<file path="src/rtl/csri_params.svh">
`ifndef CSRI_PARAMS_SVH
`define CSRI_PARAMS_SVH

// Register byte offsets
`define CSRI_OFF_MCK_CFG 8'h00
`define CSRI_OFF_PCK0_CFG 8'h04
`define CSRI_OFF_PCK1_CFG 8'h08
`define CSRI_OFF_PCK2_CFG 8'h0c
`define CSRI_OFF_INT_SET 8'h10
`define CSRI_OFF_INT_CLR 8'h14
`define CSRI_OFF_STATUS 8'h18
`define CSRI_OFF_INT_MASK 8'h1c
`define CSRI_OFF_EVENT 8'h20
`define CSRI_OFF_OSC_CFG 8'h24
`define CSRI_OFF_PLL_CFG 8'h28

// Flag bit positions, shared by status, event and mask registers
`define CSRI_BIT_MOSC 0
`define CSRI_BIT_LOCK 2
`define CSRI_BIT_MCK 3
`define CSRI_BIT_PCK0 8
`define CSRI_FLAG_MASK 11'h70d
// Flag levels right after reset: all clocks ready, oscillator off, no lock
`define CSRI_FLAG_RST 11'h708

// Clock configuration encodings
`define CSRI_SRC_RSVD 2'h2
`define CSRI_DIV_RSVD 3'h7

// Oscillator and PLL configuration fields
`define CSRI_OSC_EN_BIT 0
`define CSRI_OSC_BYP_BIT 1
`define CSRI_OSC_CNT_LSB 8
`define CSRI_PLL_CNT_LSB 8

// Settle time after a clock config write, in mclk cycles
`define CSRI_SETTLE_CYC 16

`endif

</file>
<file path="src/rtl/csri_pkg.sv">
package csri_pkg;

  // Source and prescaler selection of one clock
  typedef struct packed {
    logic [2:0] prescaler_select;
    logic [1:0] clock_source_select;
  } csri_clk_cfg_t;

  // Register port request
  typedef struct packed {
    logic [7:0] addr;
    logic [31:0] wdata;
    logic wr;
    logic rd;
  } csri_bus_req_t;

endpackage

</file>
<file path="src/rtl/csri_top.sv">
// Behaviour
// - Master source: 00 slow, 01 main, 11 PLL
// - Master prescaler divides by 1 to 64
// - Each output clock has same source encoding
// - Each output clock has power-of-two prescaler
// - Enable register write sets mask bits
// - Disable register write clears mask bits
// - Status bit 0 shows oscillator stable
// - Status bit 2 shows PLL locked
// - Status bit 3 shows master clock ready
// - Status bits 8-10 show output clocks ready
// - Mask register reads current enable state
// - Oscillator stable after programmed start-up time
// - PLL lock after programmed slow cycles
`timescale 1ns/1ps
`include "csri_params.svh"

// Clock divider fed by synchronised source levels and rising-edge pulses
module csri_clkdiv (
  // Clock and reset
  input wire logic mclk_in,
  input wire logic arst_n_in,
  // Configuration and sources
  input wire csri_pkg::csri_clk_cfg_t cfg_in,
  input wire logic [2:0] lvl_in,
  input wire logic [2:0] rise_in,
  // Divided clock
  output logic clk_out
);
  import csri_pkg::*;

  logic [4:0] cnt_r;
  logic [4:0] half;
  logic [1:0] idx;
  logic ok;

  // Map source code to input index; reserved codes select nothing
  always_comb begin
    idx = 2'h0;
    ok = 1'b1;
    half = 5'h0;
    case (cfg_in.clock_source_select)
      2'h0: idx = 2'h0;
      2'h1: idx = 2'h1;
      2'h3: idx = 2'h2;
      default: ok = 1'b0;
    endcase
    if (cfg_in.prescaler_select == `CSRI_DIV_RSVD) begin
      ok = 1'b0;
    end
    if (cfg_in.prescaler_select != 3'h0) begin
      half = 5'((6'h1 << (cfg_in.prescaler_select - 3'h1)) - 6'h1);
    end
  end

  // Toggle every 2^(n-1) source edges; divide by one follows the level
  always_ff @(posedge mclk_in or negedge arst_n_in) begin
    if (!arst_n_in) begin
      cnt_r <= 5'h0;
      clk_out <= 1'b0;
    end else if (!ok) begin
      cnt_r <= 5'h0; // Reserved setting parks the output
    end else if (cfg_in.prescaler_select == 3'h0) begin
      clk_out <= lvl_in[idx];
      cnt_r <= 5'h0;
    end else if (rise_in[idx]) begin
      if (cnt_r >= half) begin
        cnt_r <= 5'h0;
        clk_out <= ~clk_out;
      end else begin
        cnt_r <= cnt_r + 5'h1;
      end
    end
  end
endmodule

module csri_top #(
  parameter int SETTLE_CYC = `CSRI_SETTLE_CYC
) (
  // Clock and reset
  input wire logic mclk_in,
  input wire logic arst_n_in,
  // Register port
  input wire csri_pkg::csri_bus_req_t bus_in,
  output logic [31:0] rdata_out,
  // Source clocks: 0 slow, 1 main, 2 PLL
  input wire logic [2:0] src_clk_in,
  // Generated clocks
  output logic mck_out,
  output logic [2:0] prog_clk_out,
  // Interrupt
  output logic irq_out
);
  import csri_pkg::*;

  typedef enum logic [1:0] {OSC_OFF, OSC_WAIT, OSC_STABLE} csri_osc_t;

  logic [2:0] s1_r, s2_r, s3_r, lvl_r;
  logic [2:0] rise;
  csri_clk_cfg_t cfg_r [4];
  logic [3:0] rdy_r;
  logic [7:0] settle_r [4];
  logic [10:0] mask_r, event_r, flags, flags_d_r;
  logic [31:0] rdata_nxt;
  logic [9:0] osc_ctl_r;
  logic [10:0] osc_cnt_r;
  csri_osc_t osc_st_r;
  logic [5:0] pll_cnt_cfg_r, pll_cnt_r;
  logic lock_r, pll_arm_r;
  logic [3:0] clk_q;
  logic wr_osc, wr_pll;

  // Three-stage synchronisers; a level counts once stages two and three agree
  always_ff @(posedge mclk_in or negedge arst_n_in) begin
    if (!arst_n_in) begin
      s1_r <= 3'h0;
      s2_r <= 3'h0;
      s3_r <= 3'h0;
      lvl_r <= 3'h0;
    end else begin
      s1_r <= src_clk_in;
      s2_r <= s1_r;
      s3_r <= s2_r;
      for (int i = 0; i < 3; i++) begin
        if (s2_r[i] == s3_r[i]) begin
          lvl_r[i] <= s3_r[i];
        end
      end
    end
  end

  // One-cycle pulse on each accepted rising edge
  always_comb begin
    for (int i = 0; i < 3; i++) begin
      rise[i] = (s2_r[i] == s3_r[i]) && s3_r[i] && !lvl_r[i];
    end
  end

  assign wr_osc = bus_in.wr && (bus_in.addr == `CSRI_OFF_OSC_CFG);
  assign wr_pll = bus_in.wr && (bus_in.addr == `CSRI_OFF_PLL_CFG);

  // Clock configs and ready tracking; index 0 is the master clock
  for (genvar g = 0; g < 4; g++) begin : g_clk
    always_ff @(posedge mclk_in or negedge arst_n_in) begin
      if (!arst_n_in) begin
        cfg_r[g] <= '0;
        settle_r[g] <= 8'h0;
        rdy_r[g] <= 1'b1;
      end else if (bus_in.wr && (bus_in.addr == 8'(`CSRI_OFF_MCK_CFG + 4 * g))) begin
        cfg_r[g] <= bus_in.wdata[4:0];
        settle_r[g] <= 8'(SETTLE_CYC);
        rdy_r[g] <= 1'b0;
      end else if (settle_r[g] != 8'h0) begin
        settle_r[g] <= settle_r[g] - 8'h1;
      end else begin
        // A reserved code never reports ready
        rdy_r[g] <= (cfg_r[g].clock_source_select != `CSRI_SRC_RSVD) &&
                    (cfg_r[g].prescaler_select != `CSRI_DIV_RSVD);
      end
    end

    csri_clkdiv u_div (
      .mclk_in(mclk_in),
      .arst_n_in(arst_n_in),
      .cfg_in(cfg_r[g]),
      .lvl_in(lvl_r),
      .rise_in(rise),
      .clk_out(clk_q[g])
    );
  end

  // Registered clock outputs keep every output straight from a flop
  always_ff @(posedge mclk_in or negedge arst_n_in) begin
    if (!arst_n_in) begin
      mck_out <= 1'b0;
      prog_clk_out <= 3'h0;
    end else begin
      mck_out <= clk_q[0];
      prog_clk_out <= clk_q[3:1];
    end
  end

  // Oscillator start-up: stable after eight slow cycles per count unit
  always_ff @(posedge mclk_in or negedge arst_n_in) begin
    if (!arst_n_in) begin
      osc_ctl_r <= 10'h0;
      osc_cnt_r <= 11'h0;
      osc_st_r <= OSC_OFF;
    end else if (wr_osc) begin
      osc_ctl_r <= {bus_in.wdata[15:8], bus_in.wdata[1:0]};
      osc_cnt_r <= 11'h0;
      if (bus_in.wdata[`CSRI_OSC_BYP_BIT]) begin
        osc_st_r <= OSC_STABLE;
      end else if (!bus_in.wdata[`CSRI_OSC_EN_BIT]) begin
        osc_st_r <= OSC_OFF;
      end else if (osc_st_r == OSC_OFF) begin
        osc_st_r <= OSC_WAIT;
      end
    end else begin
      case (osc_st_r)
        OSC_WAIT: begin
          if (osc_cnt_r >= {osc_ctl_r[9:2], 3'h0}) begin
            osc_st_r <= OSC_STABLE;
          end else if (rise[0]) begin
            osc_cnt_r <= osc_cnt_r + 11'h1;
          end
        end
        OSC_OFF, OSC_STABLE: osc_cnt_r <= 11'h0;
        default: osc_st_r <= OSC_OFF;
      endcase
    end
  end

  // PLL lock after the programmed slow cycles following a config write
  always_ff @(posedge mclk_in or negedge arst_n_in) begin
    if (!arst_n_in) begin
      pll_cnt_cfg_r <= 6'h0;
      pll_cnt_r <= 6'h0;
      pll_arm_r <= 1'b0;
      lock_r <= 1'b0;
    end else if (wr_pll) begin
      pll_cnt_cfg_r <= bus_in.wdata[13:8];
      pll_cnt_r <= 6'h0;
      pll_arm_r <= 1'b1; // Only a config write may start the count
      lock_r <= 1'b0;
    end else if (pll_arm_r) begin
      if (pll_cnt_r >= pll_cnt_cfg_r) begin
        lock_r <= 1'b1;
        pll_arm_r <= 1'b0;
      end else if (rise[0]) begin
        pll_cnt_r <= pll_cnt_r + 6'h1;
      end
    end
  end

  // Live flag levels in status layout
  always_comb begin
    flags = 11'h0;
    flags[`CSRI_BIT_MOSC] = (osc_st_r == OSC_STABLE);
    flags[`CSRI_BIT_LOCK] = lock_r;
    flags[`CSRI_BIT_MCK] = rdy_r[0];
    flags[10:8] = rdy_r[3:1];
  end

  // Mask set and clear; the set offset is checked first, so one write never does both
  always_ff @(posedge mclk_in or negedge arst_n_in) begin
    if (!arst_n_in) begin
      mask_r <= 11'h0;
    end else if (bus_in.wr && bus_in.addr == `CSRI_OFF_INT_SET) begin
      mask_r <= mask_r | (bus_in.wdata[10:0] & `CSRI_FLAG_MASK);
    end else if (bus_in.wr && bus_in.addr == `CSRI_OFF_INT_CLR) begin
      mask_r <= mask_r & ~bus_in.wdata[10:0];
    end
  end

  // Sticky rising-edge events, write one to clear; a new edge wins
  always_ff @(posedge mclk_in or negedge arst_n_in) begin
    if (!arst_n_in) begin
      flags_d_r <= `CSRI_FLAG_RST; // Same as the live flags, so no false edge follows reset
      event_r <= 11'h0;
    end else begin
      flags_d_r <= flags;
      if (bus_in.wr && bus_in.addr == `CSRI_OFF_EVENT) begin
        event_r <= (event_r & ~bus_in.wdata[10:0]) | (flags & ~flags_d_r);
      end else begin
        event_r <= event_r | (flags & ~flags_d_r);
      end
    end
  end

  // Interrupt level: a live flag or a sticky event under an open mask
  always_ff @(posedge mclk_in or negedge arst_n_in) begin
    if (!arst_n_in) begin
      irq_out <= 1'b0;
    end else begin
      irq_out <= |((flags | event_r) & mask_r);
    end
  end

  // Read mux; write-only and unmapped offsets read as zero
  always_comb begin
    rdata_nxt = 32'h0;
    case (bus_in.addr)
      `CSRI_OFF_MCK_CFG: rdata_nxt = {27'h0, cfg_r[0]};
      `CSRI_OFF_PCK0_CFG: rdata_nxt = {27'h0, cfg_r[1]};
      `CSRI_OFF_PCK1_CFG: rdata_nxt = {27'h0, cfg_r[2]};
      `CSRI_OFF_PCK2_CFG: rdata_nxt = {27'h0, cfg_r[3]};
      `CSRI_OFF_STATUS: rdata_nxt = {21'h0, flags};
      `CSRI_OFF_INT_MASK: rdata_nxt = {21'h0, mask_r};
      `CSRI_OFF_EVENT: rdata_nxt = {21'h0, event_r};
      `CSRI_OFF_OSC_CFG: rdata_nxt = {16'h0, osc_ctl_r[9:2], 6'h0, osc_ctl_r[1:0]};
      `CSRI_OFF_PLL_CFG: rdata_nxt = {18'h0, pll_cnt_cfg_r, 8'h0};
      default: rdata_nxt = 32'h0;
    endcase
  end

  // Read data stands only in the cycle after the strobe
  always_ff @(posedge mclk_in or negedge arst_n_in) begin
    if (!arst_n_in) begin
      rdata_out <= 32'h0;
    end else begin
      rdata_out <= bus_in.rd ? rdata_nxt : 32'h0;
    end
  end
endmodule

</file>
<file path="config.mk">
export PLATFORM = sky130hd
export DESIGN_NAME = csri_top
export DESIGN_NICKNAME = d
export VERILOG_FILES = /design/src/rtl/csri_pkg.sv /design/src/rtl/csri_top.sv
export VERILOG_INCLUDE_DIRS = /design/src /design/src/rtl
export SDC_FILE = /design/constraint.sdc
export NUM_CORES = 1
export LEC_CHECK = 0
export ABC_CLOCK_PERIOD_IN_PS = 2700
export BUFFER_PORTS_ARGS = -buffer_cell sky130_fd_sc_hd__buf_2
export CORE_ASPECT_RATIO = 1.1
export CORE_MARGIN = 2
export CORE_UTILIZATION = 40
export DETAILED_ROUTE_END_ITERATION = 8
export SETUP_SLACK_MARGIN = 0.2
export SLEW_MARGIN = 20
export SYNTH_ARGS = -nofsm -noshare
export SYNTH_HDL_FRONTEND = slang
export SYNTH_SLANG_ARGS = --single-unit
</file>
<file path="constraint.sdc">
create_clock -name mclk_in -period 2.7 [get_ports mclk_in]
set_input_delay 0.54 -clock mclk_in [delete_from_list [all_inputs] [get_ports mclk_in]]
set_output_delay 0.54 -clock mclk_in [all_outputs]
set_load 0.03 [all_outputs]
</file>
[After elaboration in Yosys (flattened, before gate mapping)]
Cells that the tools add are included.
Word-level totals
  RAM bits: 0
  logic and storage cells: 311
  bits in latches: 0
  memories: 0
  ROM bits: 0
  register bits after elaboration: 194
  input bits: 47
Operators by class
  shifts and indexed selects: 4
  mux-type cells: 101
  eq/ne operators: 49
  add/sub/neg operators: 18
  bitwise gates (word level): 14
  magnitude comparators: 10
  divide/modulo/power cells: 0
  multipliers: 0
  reductions and logical operators: 71
Operators with widths (count)
  $pmux 16 s9: 1
  $mux 5: 20
  $mux 11: 6
  $mux 8: 8
  $and 11x11->11: 4
  $or 11x11->11: 4
  $mux 1: 42
  $eq 8x5->1 const B: 4
  $mux 32: 1
  $reduce_bool 2->1: 16
  $reduce_bool 8->1: 4
  $sub 8x1->8 const B: 4
  $ne 3x3->1 const B: 10
  $eq 8x6->1 const B: 3
  $mux 6: 4
  $not 11->11: 2
  $pmux 11 s2: 1
  $reduce_and 3->1: 7
  $add 5x1->5 const B: 4
  $ge 5x5->1: 4
  $ne 2x2->1 const B: 10
  $pmux 2 s2: 5
  $shl 1x3->5 const A: 4
  $sub 5x1->5 const B: 4
  other kinds (27): 95

[Longest topological paths before layout]
  word-level depth: 9
  mapped depth: 13

[By module]
A second synthesis with hierarchy kept.
Unflattened totals
  cell total of the unflattened synthesis: 1035
  area total of the unflattened synthesis: 10043.4 µm²
By module, submodules not included
  csri_top: area each 7400.8 µm², cells an instance 727, instances 1
  csri_clkdiv: area each 660.6 µm², cells an instance 77, instances 4

[Worst setup path before layout]
No wires, ideal clock.
  path kind: register -> register
  start: reg cfg_r[18] (netlist name)
  end: reg g_clk[0].u_div.cnt_r[4]
  arrival: 2738 ps
  library setup time: 82 ps
  cell stages (with the launch flop): 14
  path slack: -120 ps
  required time: 2618 ps
  period minus slack after synthesis: 2820 ps
  buffers on the path: 1
  cells stage by stage: dfrtp_1 clkbuf_1 nor2b_1 nand2b_1 ha_1 xor2_1 nand2_1 nor2_1 a31oi_1 ha_1 a211o_1 a31oi_1 nand3_1 a31oi_1
On the way
  cells in the longest elaborated chain, start to end: 9
RTL lines
  start, declared: RTL line csri_top.sv:100  | csri_clk_cfg_t cfg_r [4];
  start signal, assigned by index: RTL line csri_top.sv:150  | cfg_r[g] <= bus_in.wdata[4:0];
  $sub 3x1->3: RTL line csri_top.sv:52  | half = 5'((6'h1 << (cfg_in.prescaler_select - 3'h1)) - 6'h1);
  $shl 1x3->5: RTL line csri_top.sv:52
  $sub 5x1->5: RTL line csri_top.sv:52
  $mux 5: RTL line csri_top.sv:51  | if (cfg_in.prescaler_select != 3'h0) begin
  $ge 5x5->1: RTL line csri_top.sv:67  | if (cnt_r >= half) begin
  $mux 5: RTL line csri_top.sv:67
  $mux 5: RTL line csri_top.sv:66  | end else if (rise_in[idx]) begin
  $mux 5: RTL line csri_top.sv:63  | end else if (cfg_in.prescaler_select == 3'h0) begin
  $mux 5: RTL line csri_top.sv:61  | end else if (!ok) begin
  end signal, assigned: RTL line csri_top.sv:71  | cnt_r <= cnt_r + 5'h1;
  end, declared: RTL line csri_top.sv:32  | logic [4:0] cnt_r;
Parallel ways exist; a longest one is shown, timed or not. The select of a mux whose other input is x is not followed.
A chain may end at the register's enable or synchronous reset.

[Worst setup path in the final report]
  start: reg cfg_r[7] (netlist name)
  end: reg g_clk[2].u_div.cnt_r[2]
On the way
  cells in the longest elaborated chain, start to end: 9
RTL lines (RTL line)
  $sub 3x1->3: csri_top.sv:52
  $shl 1x3->5: csri_top.sv:52
  $sub 5x1->5: csri_top.sv:52
  $mux 5: csri_top.sv:51
  $ge 5x5->1: csri_top.sv:67
  $mux 5: csri_top.sv:67
  $mux 5: csri_top.sv:66
  $mux 5: csri_top.sv:63
  $mux 5: csri_top.sv:61
  end signal, assigned: csri_top.sv:71
  end, declared: csri_top.sv:32
Parallel ways exist; a longest one is shown, timed or not. The select of a mux whose other input is x is not followed.

==> results.env <==
SUM_NEG_SETUP_SLACK_NS=0
FINAL_NET_COUNT=1174
DIE_W_UM=154
FIN_SKEW_NS=0.0140
WORSTSETUPPATHTYPE='reg -> reg'
GRT_FIRST_PASS_WIRELENGTH_MM=38.1
ANT_NETS=0
LEVEL_COUNT_OF_THE_CLOCK_H_TREE=4
CRIT_PATH_DAT_NS=2.84
TIMING.CRITICAL_PATH.TO_TYPE='register'
CLOCK_INSERTION_DELAY_WORST_SKEW_NS=0.44
AREAGROWTHSYNTHTOFINISH_PCT=15.6
YS.FLOP_TYPE='sky130_fd_sc_hd__dfrtp_1'
DP_HPWL_MM=16.4
YOSYSUNIQUECELLTYPES=82
SYN_INST=994
ENDPOINT_OF_THE_MOST_CRITICAL_REGISTER_TO_REGISTER_PATH='g_clk[2].u_div.cnt_r[2]'
SYNTH_COMPOUND_AREA_SHARE_PCT=14.0
TIMING_WORST_SLEW_PIN_VALUE_NS=0.729
POWER_PER_CELL_AREA_nW_PER_UM2=656
LAYOUT_COMMONEST_CELL='sky130_fd_sc_hd__dfrtp_1'
POST_SYNTH_AND_OR_NAND_NOR_AREA_FRACTION_PCT=20.4
YS_SEQ_ELEMENTS=178
POST_SYNTH_MUX_AREA_SHARE_PCT=6.51
MOST-COMMON-LAYOUT-CELLS='165 x sky130_fd_sc_hd__dfrtp_1, 91 x sky130_fd_sc_hd__nor2_1, 89 x sky130_fd_sc_hd__nand2_1'
DPL_WORST_SLACK_NS=0.0793
PIN_COUNT=84
P_LEAK_nW=5.02
TIMING.REG2REG.SETUP_SLACK_NS=0.22
CLOCK_TREE.ROOT_CELL='sky130_fd_sc_hd__clkbuf_16'
YS_ASYNC_SR_FRACTION_PCT=100
ROUTE.DETAILED.DRC=0
STATUS='completed'
FMAX_MHz=403
DETAIL_ROUTE.FIRST_PASS.ITERATIONS=5
FIRST_DRT_ITERATION_DRCS=405
CLOCK_TREE_FROM_TRITONCTS='built'
CTS-BUFFERS-INSERTED=17
ROUTE.DETAILED.VIAS_PER_INST=5.38
GRT_PASS1_VIAS=7250
FLOORPLAN.DIE.HEIGHT_UM=169
SYNTH-EDFF-COUNT=0
TIMING_MAX_TRANSITION_VIOLATIONS_FINAL=0
CTS.CLK_SLEW.WORST_PATHS_NS=0.07
PLACEMENTROWS=60
YS_WARN_COUNT=0
GRT_START_MAX_NET_PINS=63
HOLD_VIOLATIONS=0
ANTENNA_FOUND_INITIAL=1
CRITICAL_PATH.REG2REG.STARTPOINT='cfg_r[7]'
SETUP_VIOLATIONS=0
SYNTH_TOP_AREA_SHARE_PCT=42.9
PEAKVDDDROP_mV=0.318
FINAL_LAYOUT_SIZE_SUFFIX_GT1_SHARE_PCT=22.0
IO_BUFFERS=51
WORST_SLACK_NS=0.216
GRT_OVERFLOW=0
CTS.SINKS=178
SYN_AVG_CELL_AREA_UM2=9.98
CLOCKBUFFERDEPTH=2
POST_SYNTH_INSTANCE_AREA_UM2=9920
PLACED_CELL_AREA_UM2=10600
FINAL_DESIGN_AREA_NO_FILL_UM2=11500
WL_PER_CELL_UM=16.4
TIMING.REG2REG.WORST_PATH_DEPTH=13
HOLD_WS_NS=0.0910
RSZ0062_AT_GRT='true'
VIAS=7510
SYNTH_TOP_CELL_BY_AREA='sky130_fd_sc_hd__dfrtp_1'
DIE_AREA_UM2=26100
AREA_INSIDE_THE_CORE_BOUNDARY_UM2=24400
YOSYS.AREA_SHARE.XOR_XNOR_PCT=2.03
POST_SYNTH_FA_HA_MAJ_AREA_FRACTION_PCT=7.07
TIMING.CRITICAL_PATH.FROM_TYPE='register'
TOTAL_POWER_mW=7.52
INITIAL_CORE_UTILIZATION_PCT=40.6
GLOBAL_ROUTE.USAGE.TOTAL_PCT=18.2
POST_ROUTE_CLOCK_PERIOD_UTILIZATION_PCT=92.0
CAP_VIOL_MAX_COUNT=0
CRIT_REQUIRED_NS=3.06
LARGEST_FAMILY_OF_LOGIC_CELLS_BY_SYNTHESIZED_AREA='simple AND/OR/NAND/NOR gates'
YOSYSSEQAREASHARE_PCT=45.0
RELSLEWSLACK_PCT=50.9
DETAIL_ROUTE.WIRELENGTH_MM=22.9
GP_CONGESTION=0.815
SYNTH.TOP_CELLS.BY_AREA='sky130_fd_sc_hd__dfrtp_1 43%, sky130_fd_sc_hd__ha_1 7.1%, sky130_fd_sc_hd__nor2_1 3.6%'
CRITICAL_PATH_PEAK_FANOUT=8
HOLD_CRIT_CLASS='in -> async'
FINALWORSTPATHREQUIREDPERIOD_NS=2.48
==> repair_timing <==
action	4_1_cts	5_1_grt
setup endpoints to repair	22	24
cloned	2	0
hold buffers	0	0
resized for setup	9	39
buffers inserted	4	7
pin swaps	5	31
==> cells in the mapped netlist (4+ instances only) <==
master                      count
sky130_fd_sc_hd__nand2_1       90
sky130_fd_sc_hd__dfrtp_1      170
sky130_fd_sc_hd__a21boi_0      10
sky130_fd_sc_hd__a31oi_1       13
sky130_fd_sc_hd__o31ai_1        6
sky130_fd_sc_hd__mux2i_1       18
sky130_fd_sc_hd__buf_4         20
sky130_fd_sc_hd__o21ai_0       31
sky130_fd_sc_hd__mux2_4         7
sky130_fd_sc_hd__and3_1         9
sky130_fd_sc_hd__nand4_1        8
sky130_fd_sc_hd__nor2_1        94
sky130_fd_sc_hd__dfstp_2        8
sky130_fd_sc_hd__clkbuf_1       9
sky130_fd_sc_hd__buf_2         21
sky130_fd_sc_hd__and2_1         5
sky130_fd_sc_hd__ha_1          56
sky130_fd_sc_hd__xnor2_1       17
sky130_fd_sc_hd__nand4b_1       7
sky130_fd_sc_hd__o21ai_1       10
sky130_fd_sc_hd__inv_1         47
sky130_fd_sc_hd__o22ai_1        5
sky130_fd_sc_hd__xor2_1         6
sky130_fd_sc_hd__a311oi_1       5
sky130_fd_sc_hd__nand2b_1      17
sky130_fd_sc_hd__a22o_1        15
sky130_fd_sc_hd__o21a_1         8
sky130_fd_sc_hd__nand3_1       41
sky130_fd_sc_hd__or3_1         11
sky130_fd_sc_hd__mux2_2        25
sky130_fd_sc_hd__nor2b_1       17
sky130_fd_sc_hd__nand3b_1      11
sky130_fd_sc_hd__a2bb2oi_1      6
sky130_fd_sc_hd__nor3b_1        6
sky130_fd_sc_hd__a21oi_1       56
sky130_fd_sc_hd__a22oi_1       14
sky130_fd_sc_hd__nor3_1        18
sky130_fd_sc_hd__nor4bb_1       4
==> registers in the layout (all words and copies together), names as in the netlist, 10 cells and up, named ones only <==
register and count:
cfg_r 20, event_r 11, g_clk.u_div.cnt_r 20, osc_cnt_r 11, osc_ctl_r 10, rdata_out 16, settle_r 32
==> cell type report <==
type                    instances  area, µm²
fillers                      2303      12900
multi-input cells             732       5190
flip-flops and latches        178       4470
repair buffers                 95        647
clock buffers                  17        425
well taps                     310        388
inverters                      47        176
clock inverters                15        161
diodes                          1       2.50
==> where the power goes <==
group          switching, mW  internal (mW)  total (mW)
clock network           1.18           1.32        2.50
registers              0.373           3.05        3.42
logic                  0.874          0.722        1.60
total                   2.43           5.09        7.52
==> kinds of logic after synthesis <==
logic type / Yosys count
buffers and inverters: 100
other: 1
DFF: 178
muxes: 54
and+or+nand+nor: 374
xor gates and xnor gates: 23
adders and majority gates: 56
AOI/OAI and AO/OA: 208
==> worst max path at each step <==
stage | start | to | slack [ns] | cells after the start
global placement | cfg_r[18] | g_clk[0].u_div.clk_out | 0.15 | 12
CTS | cfg_r[8] | g_clk[2].u_div.cnt_r[2] | 0.20 | 13
floorplan | cfg_r[18] | g_clk[0].u_div.cnt_r[4] | 0.21 | 13
global route | cfg_r[8] | g_clk[2].u_div.cnt_r[3] | 0.07 | 12
finish | cfg_r[7] | g_clk[2].u_div.cnt_r[2] | 0.22 | 13
detailed placement | cfg_r[8] | g_clk[2].u_div.cnt_r[2] | 0.08 | 12
==> per-stage QoR <==
step / std cells / util, %
2_1_floorplan: 1009 / -
3_5_place_dp: 1349 / 43.5
5_1_grt: 1394 / 47.0
3_3_place_gp: 1349 / 43.5
4_1_cts: 1387 / 46.2
6_report: 1395 / 47.0
==> metal layers <==
metal	global-route usage [%]	routed length [µm]
met5	0	0
met4	4.55	267
met3	3.04	759
met2	30.4	11100
met1	24.8	10800
==> critical path, cell delays in order, from the launching register on <==
cell	delay (ns)
sky130_fd_sc_hd__dfrtp_1	0.43
sky130_fd_sc_hd__buf_6	0.16
sky130_fd_sc_hd__nand2_1	0.06
sky130_fd_sc_hd__ha_2	0.19
sky130_fd_sc_hd__nor2_1	0.04
sky130_fd_sc_hd__mux2_4	0.26
sky130_fd_sc_hd__a21oi_2	0.13
sky130_fd_sc_hd__ha_1	0.25
sky130_fd_sc_hd__a21oi_1	0.14
sky130_fd_sc_hd__o21ai_1	0.09
sky130_fd_sc_hd__a31oi_2	0.22
sky130_fd_sc_hd__buf_6	0.16
sky130_fd_sc_hd__nand4b_1	0.10
sky130_fd_sc_hd__a31oi_1	0.16
No activity file was read; power rests on OpenSTA's default activity.
